## config.mk

```make
export PLATFORM = sky130hd
export DESIGN_NAME = tcc_capture_compare
export DESIGN_NICKNAME = d
export VERILOG_FILES = /design/src/design/tcc_pkg.sv /design/src/design/tcc_capture_compare.sv
export VERILOG_INCLUDE_DIRS = /design/src /design/src/design
export SDC_FILE = /design/constraint.sdc
export NUM_CORES = 1
export LEC_CHECK = 0
export ABC_AREA = 1
export BUFFER_PORTS_ARGS = -buffer_cell sky130_fd_sc_hd__buf_2
export CORE_MARGIN = 5
export CORE_UTILIZATION = 40
export CTS_BUF_LIST = sky130_fd_sc_hd__clkbuf_16
export CTS_CLUSTER_SIZE = 25
export DETAILED_ROUTE_END_ITERATION = 10
export GPL_TIMING_DRIVEN = 1
export MAX_ROUTING_LAYER = met4
export PLACE_DENSITY = 0.64
export SYNTH_ARGS = -nofsm -noshare
export SYNTH_HDL_FRONTEND = slang
export SYNTH_SLANG_ARGS = --single-unit
```

## constraint.sdc

```tcl
create_clock -name clock -period 2.75 [get_ports clock]
set_input_delay 0.275 -clock clock [delete_from_list [all_inputs] [get_ports clock]]
set_output_delay 0.275 -clock clock [all_outputs]
set_load 0.01 [all_outputs]
```

## src/design/tcc_defs.svh

```systemverilog
// Constants of the two-channel capture/compare block: register indices,
// control bit positions, reset values and read-data padding.
// Assumes inclusion by bare name from the block.
`ifndef TCC_DEFS_SVH
`define TCC_DEFS_SVH
// Register indices; byte address is four times the index
`define TCC_IDX_C0_CTRL  8'h56
`define TCC_IDX_C0_HIGH  8'h57
`define TCC_IDX_C0_LOW   8'h58
`define TCC_IDX_C1_CTRL  8'h59
`define TCC_IDX_C1_HIGH  8'h5A
`define TCC_IDX_C1_LOW   8'h5B
// Control field positions
`define TCC_BIT_FLAG     7
`define TCC_BIT_IRQEN    6
`define TCC_BIT_BUFMODE  5
`define TCC_BIT_UNBUF    4
`define TCC_BIT_ELSHI    3
`define TCC_BIT_ELSLO    2
`define TCC_BIT_TOV      1
`define TCC_BIT_MAXDUTY  0
// Reset values and read-data padding
`define TCC_CTRL_RESET   8'h00
`define TCC_OUT_RESET    2'h3
`define TCC_READ_ZERO    24'h000000
`endif

```

## src/design/tcc_pkg.sv

```systemverilog
// Types shared by the capture/compare block and its bench.
// Assumes tcc_defs.svh holds all numeric constants except the mode codes below.
package tcc_pkg;
  // Channel control/status byte, bit 7 down to bit 0
  typedef struct packed {
    logic flag;        // channel_event_flag
    logic irqEn;       // channel_irq_enable
    logic bufMode;     // buffered_mode_select, channel 0 only
    logic unbufMode;   // unbuffered_mode_select
    logic elsHi;       // edge_level_select_hi
    logic elsLo;       // edge_level_select_lo
    logic tov;         // toggle_on_overflow
    logic maxDuty;     // max_duty_force
  } tcc_ctrl_s;

  // Shared counter seen from the channels
  typedef struct packed {
    logic [15:0] value;     // Counter value
    logic        overflow;  // One-cycle overflow event
    logic        stop;      // counter_stop level
    logic        reset;     // Counter reset pulse
  } tcc_cnt_s;

  // Channel operating mode, Gray coded
  typedef enum logic [1:0] {
    MODE_PRESET   = 2'b00,
    MODE_CAPTURE  = 2'b01,
    MODE_COMPARE  = 2'b11,
    MODE_BUFFERED = 2'b10
  } tcc_mode_e;
endpackage

```

## src/design/tcc_capture_compare.sv

```systemverilog
// Two capture/compare channels of a 16-bit timer behind an Avalon-MM slave.
// Assumes the shared counter, prescaler and modulo logic sit outside and
// drive counterIn synchronously; pins are synchronous to clock.
`timescale 1ns/10ps
`include "tcc_defs.svh"

module tcc_capture_compare
  import tcc_pkg::*;
#(
  parameter int ADDR_W  = 9,   // Byte address width
  parameter int VALUE_W = 16   // Counter and value width
) (
  input  wire logic              clock,
  input  wire logic              resetn,
  input  wire logic [ADDR_W-1:0] address,
  input  wire logic              read,
  input  wire logic              write,
  input  wire logic [31:0]       writedata,
  input  wire logic [3:0]        byteenable,
  output logic      [31:0]       readdata,
  output logic                   waitrequest,
  input  wire tcc_cnt_s          counterIn,
  input  wire logic [1:0]        channelPinIn,
  output logic      [1:0]        channelPinOut,
  output logic      [1:0]        channelPinOe_n,
  output logic      [1:0]        timerOwnsPin,
  output logic      [1:0]        channelIrq
);

  // Refuse shapes the decode and struct cannot serve
  if (VALUE_W != 16 || ADDR_W < 9 || ADDR_W > 10) begin : g_bad
    $error("tcc_capture_compare: unsupported ADDR_W or VALUE_W");
  end

  // One-hot register select from a word index
  function automatic logic [5:0] regSel(input logic [7:0] idx);
    regSel    = 6'h00;
    regSel[0] = (idx == `TCC_IDX_C0_CTRL);
    regSel[1] = (idx == `TCC_IDX_C0_HIGH);
    regSel[2] = (idx == `TCC_IDX_C0_LOW);
    regSel[3] = (idx == `TCC_IDX_C1_CTRL);
    regSel[4] = (idx == `TCC_IDX_C1_HIGH);
    regSel[5] = (idx == `TCC_IDX_C1_LOW);
  endfunction

  // Mode from the control byte; channel 1 never holds bufMode
  function automatic tcc_mode_e chanMode(input tcc_ctrl_s c);
    if (!c.elsHi && !c.elsLo)
      chanMode = MODE_PRESET;
    else if (c.bufMode)
      chanMode = MODE_BUFFERED;
    else if (c.unbufMode)
      chanMode = MODE_COMPARE;
    else
      chanMode = MODE_CAPTURE;
  endfunction

  // Output level after a compare for the edge/level bits
  function automatic logic cmpAction(input logic [1:0] els, input logic cur);
    if (els == 2'b01)
      cmpAction = ~cur;
    else
      cmpAction = els[0];
  endfunction

  // Bus side state
  logic              ack_r;       // Second cycle of a request
  logic [31:0]       rdata_r;     // Registered read data
  logic [7:0]        wordIdx;     // Word index of the access
  logic [5:0]        sel;         // Decoded register
  logic              reqPend;     // Request seen, not yet taken
  logic              rdAcc;       // Read taken this edge
  logic              wrAcc;       // Write taken this edge
  logic [7:0]        rdByte;      // Read mux

  // Channel state
  tcc_ctrl_s         ctrl_r [2];  // Control/status bytes
  logic [15:0]       value_r [2]; // Value pairs, not reset
  logic [15:0]       activeCmp_r; // Buffered compare in use
  logic              lastWr_r;    // Buffer last completed by software
  logic [1:0]        armed_r;     // Flag read while set
  logic [1:0]        capLock_r;   // Capture blocked by high read
  logic [1:0]        cmpLock_r;   // Compare blocked by high write
  logic [1:0]        pinPrev_r;   // Previous pin sample
  logic [1:0]        maxEff_r;    // Max duty in this period
  logic [1:0]        outLevel_r;  // Internal channel output

  // Channel decode
  tcc_mode_e         mode [2];    // Mode per channel
  logic [1:0]        active;      // Channel register enabled
  logic [1:0]        isOut;       // Compare or PWM mode
  logic [1:0]        ocBits;      // Mode bits not 0:0
  logic [1:0]        capture;     // Capture event
  logic [1:0]        compare;     // Compare event
  logic [1:0]        evt;         // Any flag-setting event
  logic [1:0]        ctrlWr;      // Control byte written
  logic [1:0]        clearReq;    // Valid flag clear
  logic [15:0]       cntNow;      // Counter as the channels see it

  // Bus handshake: every access waits exactly one cycle
  assign wordIdx     = 8'(address[ADDR_W-1:2]);
  assign sel         = regSel(wordIdx);
  assign reqPend     = (read | write) & ~ack_r;
  assign waitrequest = reqPend;
  assign rdAcc       = read & ack_r;
  assign wrAcc       = write & ack_r & byteenable[0];
  assign readdata    = rdata_r;

  // Acknowledge flop
  always_ff @(posedge clock) begin
    if (!resetn)
      ack_r <= 1'b0;
    else
      ack_r <= reqPend;
  end

  // Read mux; unmapped addresses read zero
  always_comb begin
    rdByte = 8'h00;
    for (int i = 0; i < 2; i++) begin
      if (sel[3*i])
        rdByte = ctrl_r[i];
      if (sel[3*i+1])
        rdByte = value_r[i][15:8];
      if (sel[3*i+2])
        rdByte = value_r[i][7:0];
    end
  end

  // Read data captured while waitrequest is high
  always_ff @(posedge clock) begin
    if (!resetn)
      rdata_r <= 32'h00000000;
    else if (reqPend)
      rdata_r <= {`TCC_READ_ZERO, rdByte};
  end

  // A counter reset is seen as a cleared count, nothing else changes
  assign cntNow = counterIn.reset ? 16'h0000 : counterIn.value;

  // Per-channel event decode
  always_comb begin
    for (int i = 0; i < 2; i++) begin
      mode[i]   = chanMode(ctrl_r[i]);
      // Buffered channel 0 takes over channel 1
      active[i] = (i == 0) ? 1'b1 : ~ctrl_r[0].bufMode;
      isOut[i]  = (mode[i] == MODE_COMPARE) || (mode[i] == MODE_BUFFERED);
      ocBits[i] = ctrl_r[i].unbufMode | ctrl_r[0].bufMode;
      // Edge selection, stop inhibit and byte lock
      capture[i] = active[i] && (mode[i] == MODE_CAPTURE)
                 && ((ctrl_r[i].elsLo && channelPinIn[i] && !pinPrev_r[i])
                  || (ctrl_r[i].elsHi && !channelPinIn[i] && pinPrev_r[i]))
                 && !counterIn.stop && !capLock_r[i];
      // Buffered channel compares against the loaded buffer
      compare[i] = active[i] && isOut[i] && !cmpLock_r[i]
                 && (cntNow == ((mode[i] == MODE_BUFFERED) ? activeCmp_r
                                                            : value_r[i]));
      evt[i]      = capture[i] | compare[i];
      ctrlWr[i]   = wrAcc && sel[3*i] && active[i];
      clearReq[i] = ctrlWr[i] && !writedata[`TCC_BIT_FLAG] && armed_r[i];
    end
  end

  // Control bytes and event flags
  always_ff @(posedge clock) begin
    if (!resetn) begin
      ctrl_r[0] <= `TCC_CTRL_RESET;
      ctrl_r[1] <= `TCC_CTRL_RESET;
    end else begin
      for (int i = 0; i < 2; i++) begin
        if (ctrlWr[i])
          ctrl_r[i] <= {ctrl_r[i].flag, writedata[6:0]};
        // Set beats clear; writing one never sets
        if (evt[i])
          ctrl_r[i].flag <= 1'b1;
        else if (clearReq[i])
          ctrl_r[i].flag <= 1'b0;
        else
          ctrl_r[i].flag <= ctrl_r[i].flag;
      end
      // Buffered bit exists in channel 0 only
      ctrl_r[1].bufMode <= 1'b0;
    end
  end

  // Clear arming: read with flag set, spent by a write or an event
  always_ff @(posedge clock) begin
    if (!resetn)
      armed_r <= 2'b00;
    else begin
      for (int i = 0; i < 2; i++) begin
        if (evt[i])
          armed_r[i] <= 1'b0;
        else if (rdAcc && sel[3*i] && ctrl_r[i].flag)
          armed_r[i] <= 1'b1;
        else if (ctrlWr[i])
          armed_r[i] <= 1'b0;
      end
    end
  end

  // Value pairs; left unreset on purpose, software must load them
  always_ff @(posedge clock) begin
    for (int i = 0; i < 2; i++) begin
      if (capture[i])
        value_r[i] <= cntNow;
      else if (wrAcc && sel[3*i+1])
        value_r[i][15:8] <= writedata[7:0];
      else if (wrAcc && sel[3*i+2])
        value_r[i][7:0] <= writedata[7:0];
    end
  end

  // Byte coherence locks
  always_ff @(posedge clock) begin
    if (!resetn) begin
      capLock_r <= 2'b00;
      cmpLock_r <= 2'b00;
    end else begin
      for (int i = 0; i < 2; i++) begin
        if (rdAcc && sel[3*i+1] && !ocBits[i])
          capLock_r[i] <= 1'b1;
        else if (rdAcc && sel[3*i+2])
          capLock_r[i] <= 1'b0;
        if (wrAcc && sel[3*i+1] && ocBits[i])
          cmpLock_r[i] <= 1'b1;
        else if (wrAcc && sel[3*i+2])
          cmpLock_r[i] <= 1'b0;
      end
    end
  end

  // Double buffer; loading only at overflow avoids a mid-period glitch
  always_ff @(posedge clock) begin
    if (!resetn)
      lastWr_r <= 1'b0;
    else if (wrAcc && sel[5])
      lastWr_r <= 1'b1;
    else if (wrAcc && sel[2])
      lastWr_r <= 1'b0;
  end

  // Compare value in use by buffered channel 0
  always_ff @(posedge clock) begin
    if (mode[0] != MODE_BUFFERED)
      activeCmp_r <= value_r[0];
    else if (counterIn.overflow && !cmpLock_r[lastWr_r])
      activeCmp_r <= value_r[lastWr_r];
  end

  // Pin history for edge detection
  always_ff @(posedge clock) begin
    if (!resetn)
      pinPrev_r <= 2'b00;
    else
      pinPrev_r <= channelPinIn;
  end

  // Max duty is sampled at period start only
  always_ff @(posedge clock) begin
    if (!resetn)
      maxEff_r <= 2'b00;
    else begin
      for (int i = 0; i < 2; i++) begin
        if (counterIn.overflow)
          maxEff_r[i] <= ctrl_r[i].maxDuty;
      end
    end
  end

  // Channel output level
  always_ff @(posedge clock) begin
    if (!resetn)
      outLevel_r <= `TCC_OUT_RESET;
    else begin
      for (int i = 0; i < 2; i++) begin
        if (active[i]) begin
          unique case (mode[i])
            // Level waits behind the port for a mode
            MODE_PRESET:
              outLevel_r[i] <= ~ctrl_r[i].unbufMode;
            // Capture never moves the output; toggle bit ignored
            MODE_CAPTURE:
              outLevel_r[i] <= outLevel_r[i];
            MODE_COMPARE, MODE_BUFFERED: begin
              if (counterIn.overflow && ctrl_r[i].tov)
                outLevel_r[i] <= ~outLevel_r[i];
              else if (counterIn.overflow && ctrl_r[i].maxDuty
                       && ctrl_r[i].elsHi != ctrl_r[i].elsLo)
                outLevel_r[i] <= ~ctrl_r[i].elsLo;
              else if (compare[i] && !(maxEff_r[i] && !ctrl_r[i].tov))
                outLevel_r[i] <= cmpAction({ctrl_r[i].elsHi, ctrl_r[i].elsLo},
                                           outLevel_r[i]);
            end
          endcase
        end
      end
    end
  end

  // Pin ownership and interrupt requests
  always_comb begin
    for (int i = 0; i < 2; i++) begin
      timerOwnsPin[i]   = active[i] && (mode[i] != MODE_PRESET);
      // Capture senses, compare drives
      channelPinOe_n[i] = !(active[i] && isOut[i]);
      channelIrq[i]     = active[i] && ctrl_r[i].flag && ctrl_r[i].irqEn;
    end
  end
  assign channelPinOut = outLevel_r;
endmodule

```

After elaboration in Yosys (flattened, before gate mapping)
Memory sizes are Yosys's and may differ from the RTL's. A register that Yosys moved wholly into a read port is not among the register bits.
Cells that the tools add are included.
Widths: inputs -> output; s select.

word-level totals
  register bits = 38
  RAM bits = 48
  memories = 2

cells by class
  order comparisons = 1
  mux-type cells = 105
  reductions and logical operators = 105
  bitwise operators = 33
  equality and inequality tests = 21

memory list
  memory   depth  bits a word  rd ports  clocked after memory_dff  write ports  line                       RTL
  value_r  2      16           3         1                         2            tcc_capture_compare.sv:78  logic [15:0] value_r [2];
  ctrl_r   2      8            2         0                         2            tcc_capture_compare.sv:77  tcc_ctrl_s ctrl_r [2];

operators with widths
  operator            count
  $mux 8              12
  $mux 1              80
  $mux 16             5
  $logic_and 1x1->1   60
  $eq 7x7->1 const B  6
  $eq 16x16->1        2
  $logic_not 1->1     23
  $reduce_bool 2->1   10
  $or 1x1->1          18
  $mux 2              6
  $not 1->1           11
  $eq 2x1->1 const B  4
  $eq 2x2->1 const B  4
  $ne 4x4->1 const B  2
  $reduce_or 2->1     4
  $and 1x1->1         4
  $logic_not 2->1     2
  $logic_or 1x1->1    4
  $pmux 1 s2          2
  $reduce_and 3->1    1
  $lt 1x2->1 const B  1
  $ne 1x1->1          2
  $ne 2x2->1 const B  1
  $reduce_and 2->1    1

Logic depth before layout (Yosys ltp)
An unclocked memory read counts as a cell.

  word-level depth = 16
  depth in mapped cells = 17

Least setup slack after synthesis
Ideal clock, no wire load.

  kind = register to register
  start point = register lastWr_r
  end point = register activeCmp_r[0] (enable)
  arrival = 1.816 ns
  clock period less this slack = 2.228 ns
  setup slack = 0.522 ns
  buffers on the path = 0
  stages on the path, launching flop included = 3
  cells stage by stage = dfxtp_1 -> mux2_2 -> o21ai_0

between the ends
  cells in the longest elaborated chain, start to end = 5

RTL lines
  element                                    line                        RTL
  from (decl)                                tcc_capture_compare.sv:80   logic lastWr_r;
  from (signal assigned)                     tcc_capture_compare.sv:236  lastWr_r <= 1'b0;
  from (signal assigned)                     tcc_capture_compare.sv:238  lastWr_r <= 1'b1;
  from (signal assigned)                     tcc_capture_compare.sv:240  lastWr_r <= 1'b0;
  $mux 1 (not written as such) (2 in a row)  tcc_capture_compare.sv:247  else if (counterIn.overflow && !cmpLock_r[lastWr_r])
  $logic_not 1->1                            tcc_capture_compare.sv:247
  $logic_and 1x1->1                          tcc_capture_compare.sv:247
  $reduce_bool 2->1 (no line)                n/a
  to (signal assigned)                       tcc_capture_compare.sv:246  activeCmp_r <= value_r[0];
  to (signal assigned)                       tcc_capture_compare.sv:248  activeCmp_r <= value_r[lastWr_r];
  to (decl)                                  tcc_capture_compare.sv:79   logic [15:0] activeCmp_r;

No other way between the ends. The select of a mux whose other input is x is not followed.
A chain may end at the register's enable or synchronous reset.

==> key figures <==
Setup path
  – CP cell instances: inv_1 > ha_1 > inv_2 > nand2_4 > nand2_1 > nand3_1 > nand4_1 > or2_0 > nor2_2 > nand3_2 > nand2_1 > or2_1
  – CP Max Fanout: 16
  – CP arrival: about 2700 ps
  – Startpoint types: flip-flop
  – Buf+Inv Stages, Crit Path: 2
  – Max incr delay on CP: about 480 ps
  – Top delay family on crit path: simple AND/OR/NAND/NOR gates
  – Critical path required time: approximately 2800 ps
  – Critical path class: reg2reg
  – Worst Setup End Kind: flip-flop
  – Slowest-stage cell, CP: edfxtp_1
  – Most Frequent Cell on Critical Path: nand2_1

Synth
  – Post-synthesis sequential area ratio: around two fifths
  – Syn Area/Cell: around 7.1 um^2
  – Post-synth EDFFs: 63
  – FF+latch count, synth: 87
  – Synth top area share: 33.2%
  – Cell taking the most area after synthesis: edfxtp_1
  – Cells after Synth: 802
  – Top FF cell, synth: edfxtp_1
  – Synth area leaders: edfxtp_1, nand2_1, dfxtp_1
  – Post-synth cell types: 43
  – Area of the mapped netlist: about 0.0057 mm^2
  – Synth async-reset ratio: 0%
  – Total number of yosys warnings: 0

Global routing
  – Pin count of the biggest net entering global routing: 30
  – Initial antenna violation count: 0
  – Total gr overflow: 0
  – All-layer global routing usage: around 23%
  – First-pass GRT wire length: 27.9 mm
  – Vias in the first global route: slightly below 5000

Die
  – Core area: about 0.014 mm^2
  – Die width: between 100 and 150 um
  – Die ar.: ~0.017 mm^2
  – Die height: between 100 and 150 um
  – # rows: 43
  – Io pins: 111
  – Initial core utilization: roughly two fifths

STA
  – Clock Skew: between 8 and 9 ps
  – Crit share post-route: between 90% and 100%
  – Slew margin rel.: 61.1%
  – Min Tclk post-route: 2600 ps
  – Worst hold margin: approximately 130 ps
  – Fmax: 385 MHz
  – Final Hold Viols: 0
  – Final setup fails: 0
  – RSZ-0062 raised after global routing: false
  – Tightest Pin Transition: 583 ps
  – Setup TNS: 0 ps
  – Max Slew Vio Count: 0

Finish
  – Fin nets: around 940
  – Most frequent cells in the layout: nand2_1, inv_1, o21ai_0, edfxtp_1, buf_2
  – Area Growth Syn to Fin: 12.5%
  – Leading cell type in the layout, fill and taps excluded: nand2_1
  – Fin area: about 0.0064 mm^2
  – Antenna diode count: 0
  – Layout cell share with drive strength beyond 1: 13.6%

Pwr
  – Leakage power: 3.22 nW
  – Maximum vdd drop: about 0.28 mV
  – Pwr/cell area: between 500 and 600 mW/mm^2

Placement
  – Port Buf Inserts: 57
  – DP Wirelength: 14.9 mm
  – Area after DPL: just over 0.006 mm^2
  – Placer Congestion: between 0.9 and 1

Clock tree
  – # H-tree levels: 3
  – Post-CTS Repair Setup Buffers: 0
  – TritonCTS Buffers: 9
  – CTS tree: done
  – Clk sinks: 87
  – Max clock buf depth: 2
  – Clock transition at path regs: around 70 ps
  – Root buffer cell: clkbuf_16
  – Skew-Pair Late Insertion Delay: around 360 ps

Detailed routing
  – Drc violations: 0
  – Via count: between 5000 and 6000
  – Routed length per instance: 17.7 um
  – Via-to-Cell Ratio: 5.15
  – Post-route ant nets: 0
  – Pre-Repair DR Iteration Count: 7
  – Initial drt markers: a little over 600
  – Final WL: 18.7 mm

Hold path
  – HP Class: in2reg

Status
  – Status: finished, final reports clean

Run
  – Max-cap violation count: 0
[cell families after synthesis]
| logic type | share of synthesized area, % |
|---|---|
| AOI/OAI and AO/OA | 11.4 |
| adders and majority gates | 1.10 |
| buffers and inverters | 12.5 |
| DFF | 41.6 |
| muxes | 0.790 |
| other | 0.0657 |
| and+or+nand+nor | 32.6 |
[worst min-delay path, cell delays in order]
cell     delay (ps)
buf_2           100
nand2_1          50
inv_1            40
[flip-flops by register name, summed over array words and instances (netlist names), named ones only]
register,flops
ctrl_r,16
armed_r,2
pinPrev_r,2
lastWr_r,1
readdata,8
channelPinOut,2
maxEff_r,2
value_r,32
ack_r,1
capLock_r,2
activeCmp_r,16
cmpLock_r,2
[per-stage QoR]
step	power (mW)	setup slack [ps]	util [%]	instances
after floorplan	1.89	522	-	826
after global placement	2.05	247	44.0	1036
after detailed placement	2.06	200	44.0	1036
after CTS	3.24	178	46.0	1052
after global routing	3.37	17.0	46.0	1052
final	3.23	153	46.0	1052
[cell type report]
| class | instances | area (um^2) |
|---|---|---|
| Clock buffer | 9 | 225 |
| Clock inverter | 7 | 53.8 |
| Fill cell | 1441 | 7520 |
| Inverter | 109 | 409 |
| Multi-Input combinational cell | 587 | 2710 |
| Sequential cell | 87 | 2370 |
| Tap cell | 180 | 225 |
| Timing Repair Buffer | 73 | 418 |
[cell usage after synthesis, types with 8 or more instances]
library cell	count
a21oi_1	23
buf_4	29
nand2_2	8
nor2_1	54
inv_1	104
o21ai_0	67
nand3_1	48
o2111ai_1	8
nand2_1	289
dfxtp_1	24
nand4_1	14
edfxtp_1	63
[what timing repair did]
item / 4_1_cts / 5_1_grt
gates resized for setup: 0 / 1
hold buffers: 0 / 0
endpoints found under the setup margin: 0 / 1
[where the power goes]
part	internal, mW	total [mW]	switching, mW
clock network	0.625	1.19	0.567
logic	0.175	0.541	0.366
registers	1.46	1.50	0.0415
total	2.26	3.23	0.975
[worst paths after layout]
path	start	end	slack [ps]	cells past startpoint
worst max-delay path	ctrl_r[1][2]	ctrl_r[1][7]	150	12
worst min register to register	armed_r[1]	armed_r[1]	470	2
worst min-delay path	channelPinIn[0]	pinPrev_r[0]	130	3
worst max register to register	ctrl_r[1][2]	ctrl_r[1][7]	150	12
[routing by layer]
metal,GRT usage [%],vias to the layer above,share of wire [%]
met1,30.7,2519,45
met2,35.4,191,45
met3,4.49,28,7.3
li1,-,2685,-
met5,-,-,0
met4,8.44,0,2.4
Power figures use the tool's default switching activity.
